File: config.mk
export PLATFORM = sky130hd
export DESIGN_NAME = ftsr_regs
export DESIGN_NICKNAME = d
export VERILOG_FILES = /design/src/ftsr_pkg.sv /design/src/ftsr_sync.sv /design/src/ftsr_regs.sv
export SDC_FILE = /design/constraint.sdc
export NUM_CORES = 1
export LEC_CHECK = 0
export BUFFER_PORTS_ARGS = -buffer_cell sky130_fd_sc_hd__buf_2
export CORE_MARGIN = 2
export CORE_UTILIZATION = 25
export DETAILED_ROUTE_END_ITERATION = 10
export PLACE_DENSITY = 0.52
export SYNTH_ARGS = -nofsm -noshare
export SYNTH_HDL_FRONTEND = slang
export SYNTH_SLANG_ARGS = --single-unit
export TNS_END_PERCENT = 50
File: constraint.sdc
create_clock -name mclk -period 10.1 [get_ports mclk]
set_clock_uncertainty 0.2 [all_clocks]
set_input_delay 3.03 -clock mclk [delete_from_list [all_inputs] [get_ports mclk]]
set_output_delay 3.03 -clock mclk [all_outputs]
set_load 0.1 [all_outputs]
File: src/ftsr_pkg.sv
package ftsr_pkg;
    localparam logic [7:0] FTSR_ADDR_TIMER = 8'h03;
    localparam logic [7:0] FTSR_ADDR_PTI   = 8'h04;
    localparam int FTSR_TDUR_MSB = 7;
    localparam int FTSR_TDUR_LSB = 5;
    localparam int FTSR_FAIL_BIT = 4;
    localparam int FTSR_RANGE_BIT = 3;
    localparam int FTSR_TRIG_BIT = 2;
    localparam int FTSR_START_BIT = 1;
    localparam int FTSR_BLANK_BIT = 0;
    localparam int FTSR_PG_BIT = 7;
    localparam int FTSR_TEMP_MSB = 6;
    localparam int FTSR_TEMP_LSB = 5;
    localparam int FTSR_CURRENT_LIMIT_BIT_BIT = 4;
    localparam int FTSR_IND_MSB = 3;
    localparam logic [7:0] FTSR_TIMER_RST = 8'hC1;
    localparam logic [7:0] FTSR_PTI_RST   = 8'h00;
    localparam int FTSR_CLK_KHZ = 250000;
    localparam int FTSR_TICK_US = 100;
    localparam int FTSR_TICK_CYC = FTSR_CLK_KHZ * FTSR_TICK_US / 1000;
    localparam int FTSR_CNT_W = 14;
    typedef enum logic [1:0] {
        FTSR_MODE_SHUTDOWN = 2'b00,
        FTSR_MODE_VIDEO    = 2'b01,
        FTSR_MODE_FLASH    = 2'b10,
        FTSR_MODE_VSOURCE  = 2'b11
    } ftsr_mode_t;
    typedef enum logic [1:0] {
        FTSR_ST_IDLE   = 2'b00,
        FTSR_ST_STROBE = 2'b01,
        FTSR_ST_ARMED  = 2'b10
    } ftsr_state_t;
    // Durations in 0.1 ms ticks; range 0 first, then range 1.
    localparam logic [13:0] FTSR_DUR0 [8] = '{14'h02AA, 14'h03FE, 14'h0553, 14'h06A8,
                                             14'h07FD, 14'h0D50, 14'h16A1, 14'h2148};
    localparam logic [13:0] FTSR_DUR1 [8] = '{14'h0035, 14'h006B, 14'h00A0, 14'h00D5,
                                             14'h010A, 14'h0140, 14'h0175, 14'h02CB};
endpackage

File: src/ftsr_sync.sv
`timescale 1ns/1ps
`default_nettype none
module ftsr_sync #(
    parameter int WIDTH = 4
) (
    // Clock and reset.
    input  wire logic             mclk,
    input  wire logic             reset,
    // Asynchronous levels in, synchronised levels out.
    input  wire logic [WIDTH-1:0] asyncIn,
    output logic      [WIDTH-1:0] syncOut
);
    logic [WIDTH-1:0] stage1_ff;
    logic [WIDTH-1:0] stage2_ff;
    always_ff @(posedge mclk) begin
        if (reset) begin
            stage1_ff <= '0;
            stage2_ff <= '0;
        end else begin
            stage1_ff <= asyncIn;
            stage2_ff <= stage1_ff;
        end
    end
    assign syncOut = stage2_ff;
endmodule
`default_nettype wire

File: src/ftsr_regs.sv
`timescale 1ns/1ps
`default_nettype none
module ftsr_regs
    import ftsr_pkg::*;
#(
    parameter int TICK_CYC = ftsr_pkg::FTSR_TICK_CYC
) (
    // Clock and reset.
    input  wire logic                   mclk,
    input  wire logic                   reset,
    // Register port from the serial interface logic.
    input  wire logic                   regWrite,
    input  wire logic                   regRead,
    input  wire logic                   readDone,
    input  wire logic [7:0]             regAddr,
    input  wire logic [7:0]             regWdata,
    output logic      [7:0]             regRdata,
    // Device state.
    input  wire ftsr_pkg::ftsr_mode_t   modeCtrl,
    input  wire logic                   primaryStrobeInput,
    input  wire logic                   txMaskInput,
    input  wire logic                   ledFault,
    input  wire logic                   powerGoodIn,
    input  wire logic [1:0]             dieTemperatureIn,
    // Controls to the LED drivers.
    output logic                        flashActive,
    output logic                        blankingActive,
    output logic                        powerGoodSel,
    output logic                        currentLimitSel,
    output logic [3:0]                  indicatorControl
);
    import ftsr_pkg::*;
    logic [3:0]  syncd;
    logic        strobeS, maskS, faultS, pgS;
    logic [1:0]  tempS;
    logic [2:0]  durSel_ff;
    logic        rangeSel_ff, trigStyle_ff, blankEn_ff;
    logic        failFlag_ff, timeoutFlag_ff, maskFlag_ff;
    logic        failSeen_ff, maskSeen_ff;
    logic        strobePrev_ff;
    logic [7:0]  pti_ff;
    logic [7:0]  rdata_ff;
    logic [15:0] tickCnt_ff;
    logic [13:0] elapsed_ff;
    logic [13:0] limit;
    logic        tick, startReq, expired, wrTimer, rdTimer;
    ftsr_state_t state_ff;

    ftsr_sync #(.WIDTH(4)) u_sync (
        .mclk    (mclk),
        .reset   (reset),
        .asyncIn ({primaryStrobeInput, txMaskInput, ledFault, powerGoodIn}),
        .syncOut (syncd)
    );
    assign {strobeS, maskS, faultS, pgS} = syncd;
    // Temperature is a slow two-bit code; a torn sample only lasts a cycle.
    ftsr_sync #(.WIDTH(2)) u_sync_t (
        .mclk    (mclk),
        .reset   (reset),
        .asyncIn (dieTemperatureIn),
        .syncOut (tempS)
    );

    assign wrTimer = regWrite && (regAddr == FTSR_ADDR_TIMER);
    assign rdTimer = regRead && (regAddr == FTSR_ADDR_TIMER);

    always_ff @(posedge mclk) begin
        if (reset) begin
            durSel_ff    <= FTSR_TIMER_RST[FTSR_TDUR_MSB:FTSR_TDUR_LSB];
            rangeSel_ff  <= 1'b0;
            trigStyle_ff <= FTSR_TIMER_RST[FTSR_TRIG_BIT];
            blankEn_ff   <= FTSR_TIMER_RST[FTSR_BLANK_BIT];
        end else if (wrTimer) begin
            durSel_ff    <= regWdata[FTSR_TDUR_MSB:FTSR_TDUR_LSB];
            rangeSel_ff  <= regWdata[FTSR_RANGE_BIT];
            trigStyle_ff <= regWdata[FTSR_TRIG_BIT];
            blankEn_ff   <= regWdata[FTSR_BLANK_BIT];
        end
    end

    always_ff @(posedge mclk) begin
        if (reset) begin
            pti_ff <= FTSR_PTI_RST;
        end else if (regWrite && regAddr == FTSR_ADDR_PTI) begin
            pti_ff <= regWdata;
        end
    end
    assign powerGoodSel     = pti_ff[FTSR_PG_BIT];
    assign currentLimitSel  = pti_ff[FTSR_CURRENT_LIMIT_BIT_BIT];
    assign indicatorControl = pti_ff[FTSR_IND_MSB:0];

    // A tick every 0.1 ms keeps the duration tables exact to the printed digit.
    always_ff @(posedge mclk) begin
        if (reset || state_ff != FTSR_ST_STROBE) begin
            tickCnt_ff <= '0;
        end else if (tick) begin
            tickCnt_ff <= '0;
        end else begin
            tickCnt_ff <= tickCnt_ff + 16'h0001;
        end
    end
    assign tick = (tickCnt_ff == 16'(TICK_CYC - 1));
    assign limit = rangeSel_ff ? FTSR_DUR1[durSel_ff] : FTSR_DUR0[durSel_ff];
    assign expired = tick && (elapsed_ff + 14'h0001 >= limit);

    // Edge style applies only in flash mode; elsewhere the level starts it.
    assign startReq = (trigStyle_ff && modeCtrl == FTSR_MODE_FLASH)
                      ? (strobeS && !strobePrev_ff) : strobeS;

    always_ff @(posedge mclk) begin
        if (reset) begin
            strobePrev_ff <= 1'b0;
        end else begin
            strobePrev_ff <= strobeS;
        end
    end

    always_ff @(posedge mclk) begin
        if (reset) begin
            state_ff   <= FTSR_ST_IDLE;
            elapsed_ff <= '0;
        end else begin
            case (state_ff)
                FTSR_ST_IDLE: begin
                    if (wrTimer && regWdata[FTSR_START_BIT]) begin
                        state_ff <= FTSR_ST_ARMED;
                    end
                end
                FTSR_ST_ARMED: begin
                    if (wrTimer && !regWdata[FTSR_START_BIT]) begin
                        state_ff <= FTSR_ST_ARMED;
                    end else if (strobeS && startReq) begin
                        state_ff   <= FTSR_ST_STROBE;
                        elapsed_ff <= '0;
                    end
                end
                FTSR_ST_STROBE: begin
                    if (expired) begin
                        state_ff <= FTSR_ST_IDLE;
                    end else if (!strobeS && !(trigStyle_ff && modeCtrl == FTSR_MODE_FLASH)) begin
                        state_ff <= FTSR_ST_IDLE;
                    end else if (tick) begin
                        elapsed_ff <= elapsed_ff + 14'h0001;
                    end
                end
                default: state_ff <= FTSR_ST_IDLE;
            endcase
        end
    end
    assign flashActive = (state_ff == FTSR_ST_STROBE);
    // Blanking follows the mask input while the blank enable bit is set, so a strobe that starts under mask never peaks.
    assign blankingActive = blankEn_ff && maskS;

    always_ff @(posedge mclk) begin
        if (reset) begin
            timeoutFlag_ff <= 1'b0;
        end else if (flashActive && expired) begin
            timeoutFlag_ff <= 1'b1;
        end else if (state_ff == FTSR_ST_ARMED && strobeS && startReq) begin
            timeoutFlag_ff <= 1'b0;
        end
    end

    // Set wins over the clear; the clear waits for the host to finish the read.
    always_ff @(posedge mclk) begin
        if (reset) begin
            failFlag_ff <= 1'b0;
            failSeen_ff <= 1'b0;
            maskFlag_ff <= 1'b0;
            maskSeen_ff <= 1'b0;
        end else begin
            failSeen_ff <= rdTimer ? failFlag_ff : (readDone ? 1'b0 : failSeen_ff);
            maskSeen_ff <= rdTimer ? maskFlag_ff : (readDone ? 1'b0 : maskSeen_ff);
            if (faultS) begin
                failFlag_ff <= 1'b1;
            end else if (readDone && failSeen_ff) begin
                failFlag_ff <= 1'b0;
            end
            if (blankEn_ff && maskS) begin
                maskFlag_ff <= 1'b1;
            end else if (readDone && maskSeen_ff) begin
                maskFlag_ff <= 1'b0;
            end
        end
    end

    always_ff @(posedge mclk) begin
        if (reset) begin
            rdata_ff <= 8'h00;
        end else if (regRead) begin
            case (regAddr)
                FTSR_ADDR_TIMER: rdata_ff <= {durSel_ff, failFlag_ff, timeoutFlag_ff,
                                              trigStyle_ff, flashActive, maskFlag_ff};
                FTSR_ADDR_PTI:   rdata_ff <= {pgS, tempS, pti_ff[FTSR_CURRENT_LIMIT_BIT_BIT], pti_ff[FTSR_IND_MSB:0]};
                default:         rdata_ff <= 8'h00;
            endcase
        end
    end
    assign regRdata = rdata_ff;
endmodule
`default_nettype wire

# After elaboration in Yosys (flattened, before gate mapping)
# Memory sizes are Yosys's and may differ from the RTL's.
# Cells that the tools add are included.
# word_totals
n_memories	2
inputBits	29
romBits	224
reg_bits	72
# op_classes
order_cmp	2
muxes	28
n_addsub	2
n_reduce_logical	30
bitwise	1
eq_ne	15
# memory_table
memory	words	word_bits	read_ports	rd_clocked_by_memory_dff	wr	line	rtl
(name not given)	8	14	1	0	0	ftsr_regs.sv:103	assign limit = rangeSel_ff ? FTSR_DUR1[durSel_ff] : FTSR_DUR0[durSel_ff];
(name not given)	8	14	1	0	0	ftsr_regs.sv:103	
# ops
operator	count
two-way mux 14 bit	10
case mux 14 bit (2 select lines)	1
adder 16 x 1 -> 16 bit, second input constant	1
equality test 16 x 15 -> 1 bit, second input constant	1
logical AND 1 bit	16
case mux 8 bit (2 select lines)	1
adder 14 x 1 -> 14 bit, second input constant	1
greater-or-equal comparator 14 bit	1
two-way mux 1 bit	10
two-way mux 2 bit	5
!= test 2 bit, second input constant	5
nonzero test 2 bit	5
equality test 8 x 2 -> 1 bit, second input constant	1
equality test 8 x 3 -> 1 bit, second input constant	1
case mux 2 bit (3 select lines)	1
AND reduction 6 bit	1
equality test 2 bit, second input constant	2
greater-or-equal comparator 4 bit, second input constant	1
logical NOT 1 bit	4
!= test 2 x 1 -> 1 bit, second input constant	2
NOT 3 -> 4 bit	1
!= test 3 x 1 -> 1 bit, second input constant	1
!= test 3 bit, second input constant	1
AND reduction 3 bit	1
4 further kinds	4

# Depth between registers and ports, before layout
# Gate-level depths: netlist of run 1.
# depth
word_depth	9
depth_mapped	14
ltp_nobuf	14

# Hierarchy
# From an unflattened synthesis of run 1, not the netlist that was laid out.
# unflattened
hier_cells	410
hier_area_um2	3601.0
# by_module_without_submodules
module	cells_per_inst	instances	area_each_um2
ftsr_regs	386	1	3285.7
ftsr_sync (u_sync)	16	1	210.2
ftsr_sync (u_sync_t)	8	1	105.1

# Worst setup path before layout of run 1
# Ideal clock, no wire load.
# synth_timing
path_type	input to register
start	in regAddr[6]
end	reg elapsed_ff[9]
required_time_ps	9781
slack_ps	5398
arrival_time_ps	4383
n_path_buf	0
path_stages	6
setup_time_ps	119
cell_sequence	or4_4 nor2_4 nand3_4 o31ai_4 nor2_4 o2bb2ai_1
# synth_between
elab_chain_cells	5
# synth_lines
element	line	rtl
from (decl)	ftsr_regs.sv:15	input wire logic [7:0] regAddr,
equality test 8 x 2 -> 1 bit	ftsr_regs.sv:64	assign wrTimer = regWrite && (regAddr == FTSR_ADDR_TIMER);
logical AND 1 bit	ftsr_regs.sv:64	
logical AND 1 bit	ftsr_regs.sv:130	if (wrTimer && !regWdata[FTSR_START_BIT]) begin
!= test 2 bit (no line)	--	
AND reduction 6 bit (no line)	--	
to (signal assigned)	ftsr_regs.sv:143	elapsed_ff <= elapsed_ff + 14'h0001;
to (decl)	ftsr_regs.sv:44	logic [13:0] elapsed_ff;
# No other way between the ends.
# A chain may end at the register's enable or synchronous reset.

# Final worst setup path of run 1
# layout_timing
start	reg state_ff[1]
end	out flashActive
# layout_between
elab_chain_cells	1
# layout_lines
element	line	rtl
from (decl)	ftsr_regs.sv:47	ftsr_state_t state_ff;
from (signal assigned)	ftsr_regs.sv:120	state_ff <= FTSR_ST_IDLE;
from (signal assigned)	ftsr_regs.sv:126	state_ff <= FTSR_ST_ARMED;
from (signal assigned)	ftsr_regs.sv:131	state_ff <= FTSR_ST_ARMED;
equality test 2 x 1 -> 1 bit	ftsr_regs.sv:150	assign flashActive = (state_ff == FTSR_ST_STROBE);
to (decl)	ftsr_regs.sv:26	output logic flashActive,
# No other way between the ends.

==> impl_metrics.ini, run 1 <==
[status]
status = finished clean

[logic_synthesis]
syn_area_per_cell_um2 = 8.84
netlist_top_cells_count = dfxtp_1, nor2_1, nand2_1
synth_ff_type = dfxtp_1
synthTopCellsByArea = dfxtp_1, ha_1, nor2_1
yosys.area.top_type = dfxtp_1
ys.warnings.count = 0
async_reset_ff_share_pct = 0
syn-num-nets = 468
syn-cell-area_mm2 = 0.00367
ys_seq_area_share_pct = 38.2
synth_top_area_share_pct = 38.2
synth_most_common_cell = dfxtp_1
synth-edff-count = 0
synth-seq-cells = 70
synthCells = 415
synth_cell_types = 57

[clock_tree]
clk_latency_ps = 330
cts_hold_buf = 0
cts-root-buf = clkbuf_16
post_cts_buffers = 0
clockBufferDepth = 2
cts_htree_levels = 3
cts_buffers = 9
cts_resized = 0
cts_tree = done
clock-sinks = 70
path_clk_slew_ps = 60

[sta]
tightest_slew_ps = 952
slew_headroom_pct = 36.5
slew_violations = 0
setup_slack_ps = 5260
hold_violations = 0
fmax_ghz = 0.206
rsz0062_at_grt = false
holdWs_ps = 238
finalSetupViolCount = 0
period_minus_slack_ps = 4840
fin_crit_sh_pct = 48.0
fin_tns_setup_ps = 0

[worst_setup_path]
rr_worst_depth = 12
required_ps = 6870
r2r_start = durSel_ff[1]
crit_arrival_ps = 1610
rrSetupSlack_ps = 6400
critical_path.startpoint_type = flop
crit_fanout = 9
end_kind = output pin
r2r_end = elapsed_ff[0]
path_class = reg2out

[grt]
grt_max_degree = 57
busiest_layer = met2
grt_pass1_wl_um = 14100
grt_pass1_vias = 2908
use_met3_pct = 2.31
gr-usage-met2_pct = 17.9
grt_util_all_layers_pct = 10.8
met1_usage_pct = 13.8
grt_antenna_before_repair = 0
grt_overflow = 0

[power_and_ir_drop]
cellLeakagePower_nw = 1.75
vdd_drop_max_mv = 0.0752
powerDensity_mw_per_mm2 = 141

[floorplan]
io_pins = 45
dieArea_mm2 = 0.0157
initial_utilization_pct = 25.4
core-area_mm2 = 0.0144
die_y_um = 125
dieWidth_um = 125
rows = 44

[job]
cap_violations = 0

[routing]
final_antenna_net_count = 0
routed_via_density = 4.71
finalWirelength_um = 8290
drt-initial-drc-count = 196
drtPass1Iterations = 4
vias = 3027
routedWlPerCell_um = 12.9
drc_errors = 0

[layout]
fin_area_mm2 = 0.00434
syn_to_final_growth_pct = 18.2
drive_gt1_share_pct = 16.6
nFillCells = 1538
n_antenna_cell = 0
final_nets = 506

[place]
port_buffers = 44
gp_congestion = 0.814
place_ws_ps = 5000
place_area_mm2 = 0.00404
hpwlAfterDp_um = 6040

[hold_path]
hold_class = reg2reg
hold_depth = 1
hold_start = u_sync.stage1_ff[3]
min_to = u_sync.syncOut[3]
==> per-layer routing <==
metal / routed length [um] / vias up
li1: - / 1556
met1: 4060 / 1407
met2: 3860 / 57
met3: 291 / 7
met4: 78 / 0
met5: 0 / -
==> worst max path at each step <==
| stage | start | endpoint | slack [ps] | depth (start not counted) |
|---|---|---|---|---|
| 6_report | state_ff[1] | flashActive | 5260 | 3 |
| 3_3_place_gp | regAddr[6] | elapsed_ff[9] | 5040 | 7 |
| 5_1_grt | reset | tickCnt_ff[14] | 5150 | 4 |
| 4_1_cts | state_ff[1] | flashActive | 5250 | 3 |
| 3_5_place_dp | reset | tickCnt_ff[6] | 5000 | 4 |
| 2_1_floorplan | regAddr[6] | elapsed_ff[9] | 5400 | 6 |
==> worst max-delay path, stage by stage (launching register included) <==
cell and delay (ps):
dfxtp_1 340, nand2b_1 260, inv_2 220, buf_2 470
==> cells in the final DEF (no fill, tap or decap), types with 2 or more instances in the layout <==
| master | count |
|---|---|
| inv_1 | 9 |
| mux2i_1 | 15 |
| buf_2 | 44 |
| nand4_1 | 13 |
| clkinv_2 | 2 |
| nor2b_1 | 14 |
| or3_1 | 3 |
| a211oi_1 | 3 |
| and3_1 | 8 |
| dfxtp_1 | 70 |
| clkinvlp_4 | 2 |
| ha_1 | 24 |
| a211o_1 | 4 |
| nor2_4 | 2 |
| and4_1 | 5 |
| and2_1 | 2 |
| xnor2_1 | 10 |
| nor2_1 | 58 |
| a22oi_1 | 2 |
| o22a_1 | 2 |
| nand2b_1 | 13 |
| nand3_1 | 7 |
| clkbuf_16 | 9 |
| a21oi_1 | 30 |
| nor3_1 | 2 |
| o21ai_0 | 18 |
| xor2_1 | 13 |
| nand2_1 | 36 |
| a222oi_1 | 8 |
==> stage by stage <==
step | utilization (%) | instances | total power [W]
2_1_floorplan | - | 415 | 0.000296
3_3_place_gp | 28.0 | 626 | 0.000304
3_5_place_dp | 28.0 | 626 | 0.000304
4_1_cts | 30.1 | 642 | 0.000617
5_1_grt | 30.1 | 642 | 0.000631
6_report | 30.1 | 642 | 0.000610
==> area by class of cell <==
type / count / area (um2) / share of cell area, %
Multi-Input combinational cell: 318 / 2150 / 49.6
Sequential cell: 70 / 1400 / 32.3
Tap cell: 184 / 230 / 5.31
Clock buffer: 9 / 225 / 5.19
Timing Repair Buffer: 44 / 220 / 5.08
Clock inverter: 7 / 72.6 / 1.67
Inverter: 10 / 37.5 / 0.866
==> report_power, final <==
part / switching, W / internal, W
combinational: 0.0000106 / 0.00000743
sequential: 0.00000106 / 0.000279
clock: 0.000120 / 0.000191
==> flip-flops by register name, indices dropped and copies added (netlist names) <==
signal / flops
failFlag_ff: 1
u_sync.syncOut: 4
maskFlag_ff: 1
pti_ff: 6
u_sync.stage1_ff: 4
blankEn_ff: 1
maskSeen_ff: 1
trigStyle_ff: 1
state_ff: 2
timeoutFlag_ff: 1
u_sync_t.syncOut: 2
durSel_ff: 3
regRdata: 8
elapsed_ff: 14
rangeSel_ff: 1
failSeen_ff: 1
u_sync_t.stage1_ff: 2
tickCnt_ff: 16
strobePrev_ff: 1
==> cell families after synthesis <==
logic type | count (synthesis) | synth area share [%]
AOI/OAI and AO/OA | 82 | 15.3
xor gates and xnor gates | 23 | 5.49
adders and majority gates | 24 | 8.19
buffers and inverters | 27 | 3.21
DFF | 70 | 38.2
muxes | 16 | 4.40
and+or+nand+nor | 173 | 25.2
No activity file was read; power rests on OpenSTA's default activity.
==> run 2, diff against run 1 <==
- clock period: 10.1 -> 4.6 ns (I/O delays scaled with it)
==> run 2 against run 1 <==
Compared with the run above:
- core utilization increased by 0.21 points
- first-iteration DRC count decreased by 27%
- sequential power increased by 120%
- clock power increased by 130%
- combinational power increased by 120%
- die area unchanged
- clock-buffer cell count increased by 3
- non-clock buffer count increased by 1
- cell count increased by 0.16%
- critical path type is now reg2reg
- critical endpoint is now elapsed_ff[0]
==> impl_metrics.ini, run 2 (synthesized netlist as in run 1, its figures left out) <==
[worst_setup_path]
path_depth = 12
crit_path_top_delay_cell = dfxtp_1
crit_fanout = 12
rr_worst_depth = 12
end_kind = flop
startpoint = durSel_ff[1]
crit_arrival_ps = 3650
slowest_delay_ps = 560
cp_num_buf_inv = 1
path_cells = inv_1 > ha_1 > nor2_1 > a21oi_1 > o21ai_0 > ha_1 > nand4_1 > a21oi_1 > o311ai_1 > a211oi_2 > or4_1 > a21oi_1
critPathTopFamily = compound AO/OA/AOI/OAI gates
path_class = reg2reg
r2r_end = elapsed_ff[0]
required_ps = 4660
critical_path.startpoint_type = flop
rrSetupSlack_ps = 1020
cpMostUsedCell = a21oi_1
r2r_start = durSel_ff[1]

[sta]
finalSetupViolCount = 0
fin_crit_sh_pct = 77.9
slew_violations = 0
setup_slack_ps = 1020
rsz0062_at_grt = false
slew_headroom_pct = 55.1
tightest_slew_ps = 673
hold_violations = 0
fin_tns_setup_ps = 0
fmax_ghz = 0.279
period_minus_slack_ps = 3580

[grt]
grt_max_degree = 56
grt_util_all_layers_pct = 11.1
grt_overflow = 0
grt_antenna_before_repair = 0
grt_pass1_vias = 2912
grt_pass1_wl_um = 14200

[place]
dpl.cell_count = 627
place_ws_ps = 1070
port_buffers = 44
hpwlAfterDp_um = 6100
gp_congestion = 0.804

[routing]
routed_via_density = 4.68
finalWirelength_um = 8400
wl_met1_um = 4000
wl_met3_um = 400
top_layer = met4
drtPass1Iterations = 4
final_antenna_net_count = 0
drc_errors = 0
vias = 3012
route.met2.wl_um = 3910
routedWlPerCell_um = 13.1
drt-initial-drc-count = 144

[hold_path]
min_to = u_sync.syncOut[0]
hold_depth = 1
hold_start = u_sync.stage1_ff[0]
hold_class = reg2reg

[clock_tree]
path_clk_slew_ps = 60
cts_tree = done
cts_buffers = 9
clk_latency_ps = 330
cts_resized = 0
clockBufferDepth = 2
clock-sinks = 70
cts_htree_levels = 3
post_cts_buffers = 0
cts_hold_buf = 0
cts-root-buf = clkbuf_16

[status]
status = finished clean

[power_and_ir_drop]
cellLeakagePower_nw = 1.76
powerDensity_mw_per_mm2 = 317
vdd_drop_max_mv = 0.196
power.total_w = 0.00138

[layout]
largest_register = tickCnt_ff
final_cell_mix = dfxtp_1, nor2_1, buf_2, nand2_1, a21oi_1
final_nets = 507
nFillCells = 1556
n_antenna_cell = 0
final_cells = 643
largest_reg_flops = 16
drive_gt1_share_pct = 16.8
final_core_util_pct = 30.3
layout_commonest_cell = dfxtp_1
syn_to_final_growth_pct = 19.0

[floorplan]
die_y_um = 125
core-area_mm2 = 0.0144
io_pins = 45
rows = 44
dieWidth_um = 125
dieArea_mm2 = 0.0157
initial_utilization_pct = 25.4

[job]
cap_violations = 0
run 2: changes by cell type in the layout (fill, tap and decap cells not counted), sizes merged:
cell | previous run | this run
buf | 44 | 45
clkbuf | 9 | 12
clkinv | 3 | 1
inv | 11 | 10
run 2: final cells by class:
class                      instances  area, um2  area share [%]
clock buffer                      12        267            6.10
timing repair buffer              45        228            5.21
inverter                          10       37.5           0.860
tap                              184        230            5.27
clock inverter                     4       53.8            1.23
multi-input combinational        318       2150            49.2
sequential                        70       1400            32.1
run 2: metal layers:
| metal | track usage, % | vias up |
|---|---|---|
| met5 | 0 | - |
| met4 | 4.12 | 0 |
| met3 | 3.29 | 4 |
| met2 | 18.3 | 66 |
| met1 | 13.9 | 1396 |
| li1 | - | 1546 |
run 2: how the worst max path moves through the flow:
stage / end / slack (ps)
3_3_place_gp: elapsed_ff[9] / 1160
4_1_cts: elapsed_ff[0] / 1040
5_1_grt: elapsed_ff[11] / 750
3_5_place_dp: elapsed_ff[0] / 1070
2_1_floorplan: elapsed_ff[0] / 1410
6_report: elapsed_ff[0] / 1020
run 2: power breakdown:
part | total, W | internal (W) | switching (W)
Clock | 0.000729 | 0.000465 | 0.000264
Sequential | 0.000615 | 0.000613 | 0.00000236
Combinational | 0.0000399 | 0.0000168 | 0.0000231
Total | 0.00138 | 0.00109 | 0.000290
run 2: through the flow:
stage,hold slack (ps),area [um2]
after floorplan,213,3670
after global placement,220,4050
after detailed placement,225,4050
after CTS,239,4370
after global routing,260,4370
final,236,4370
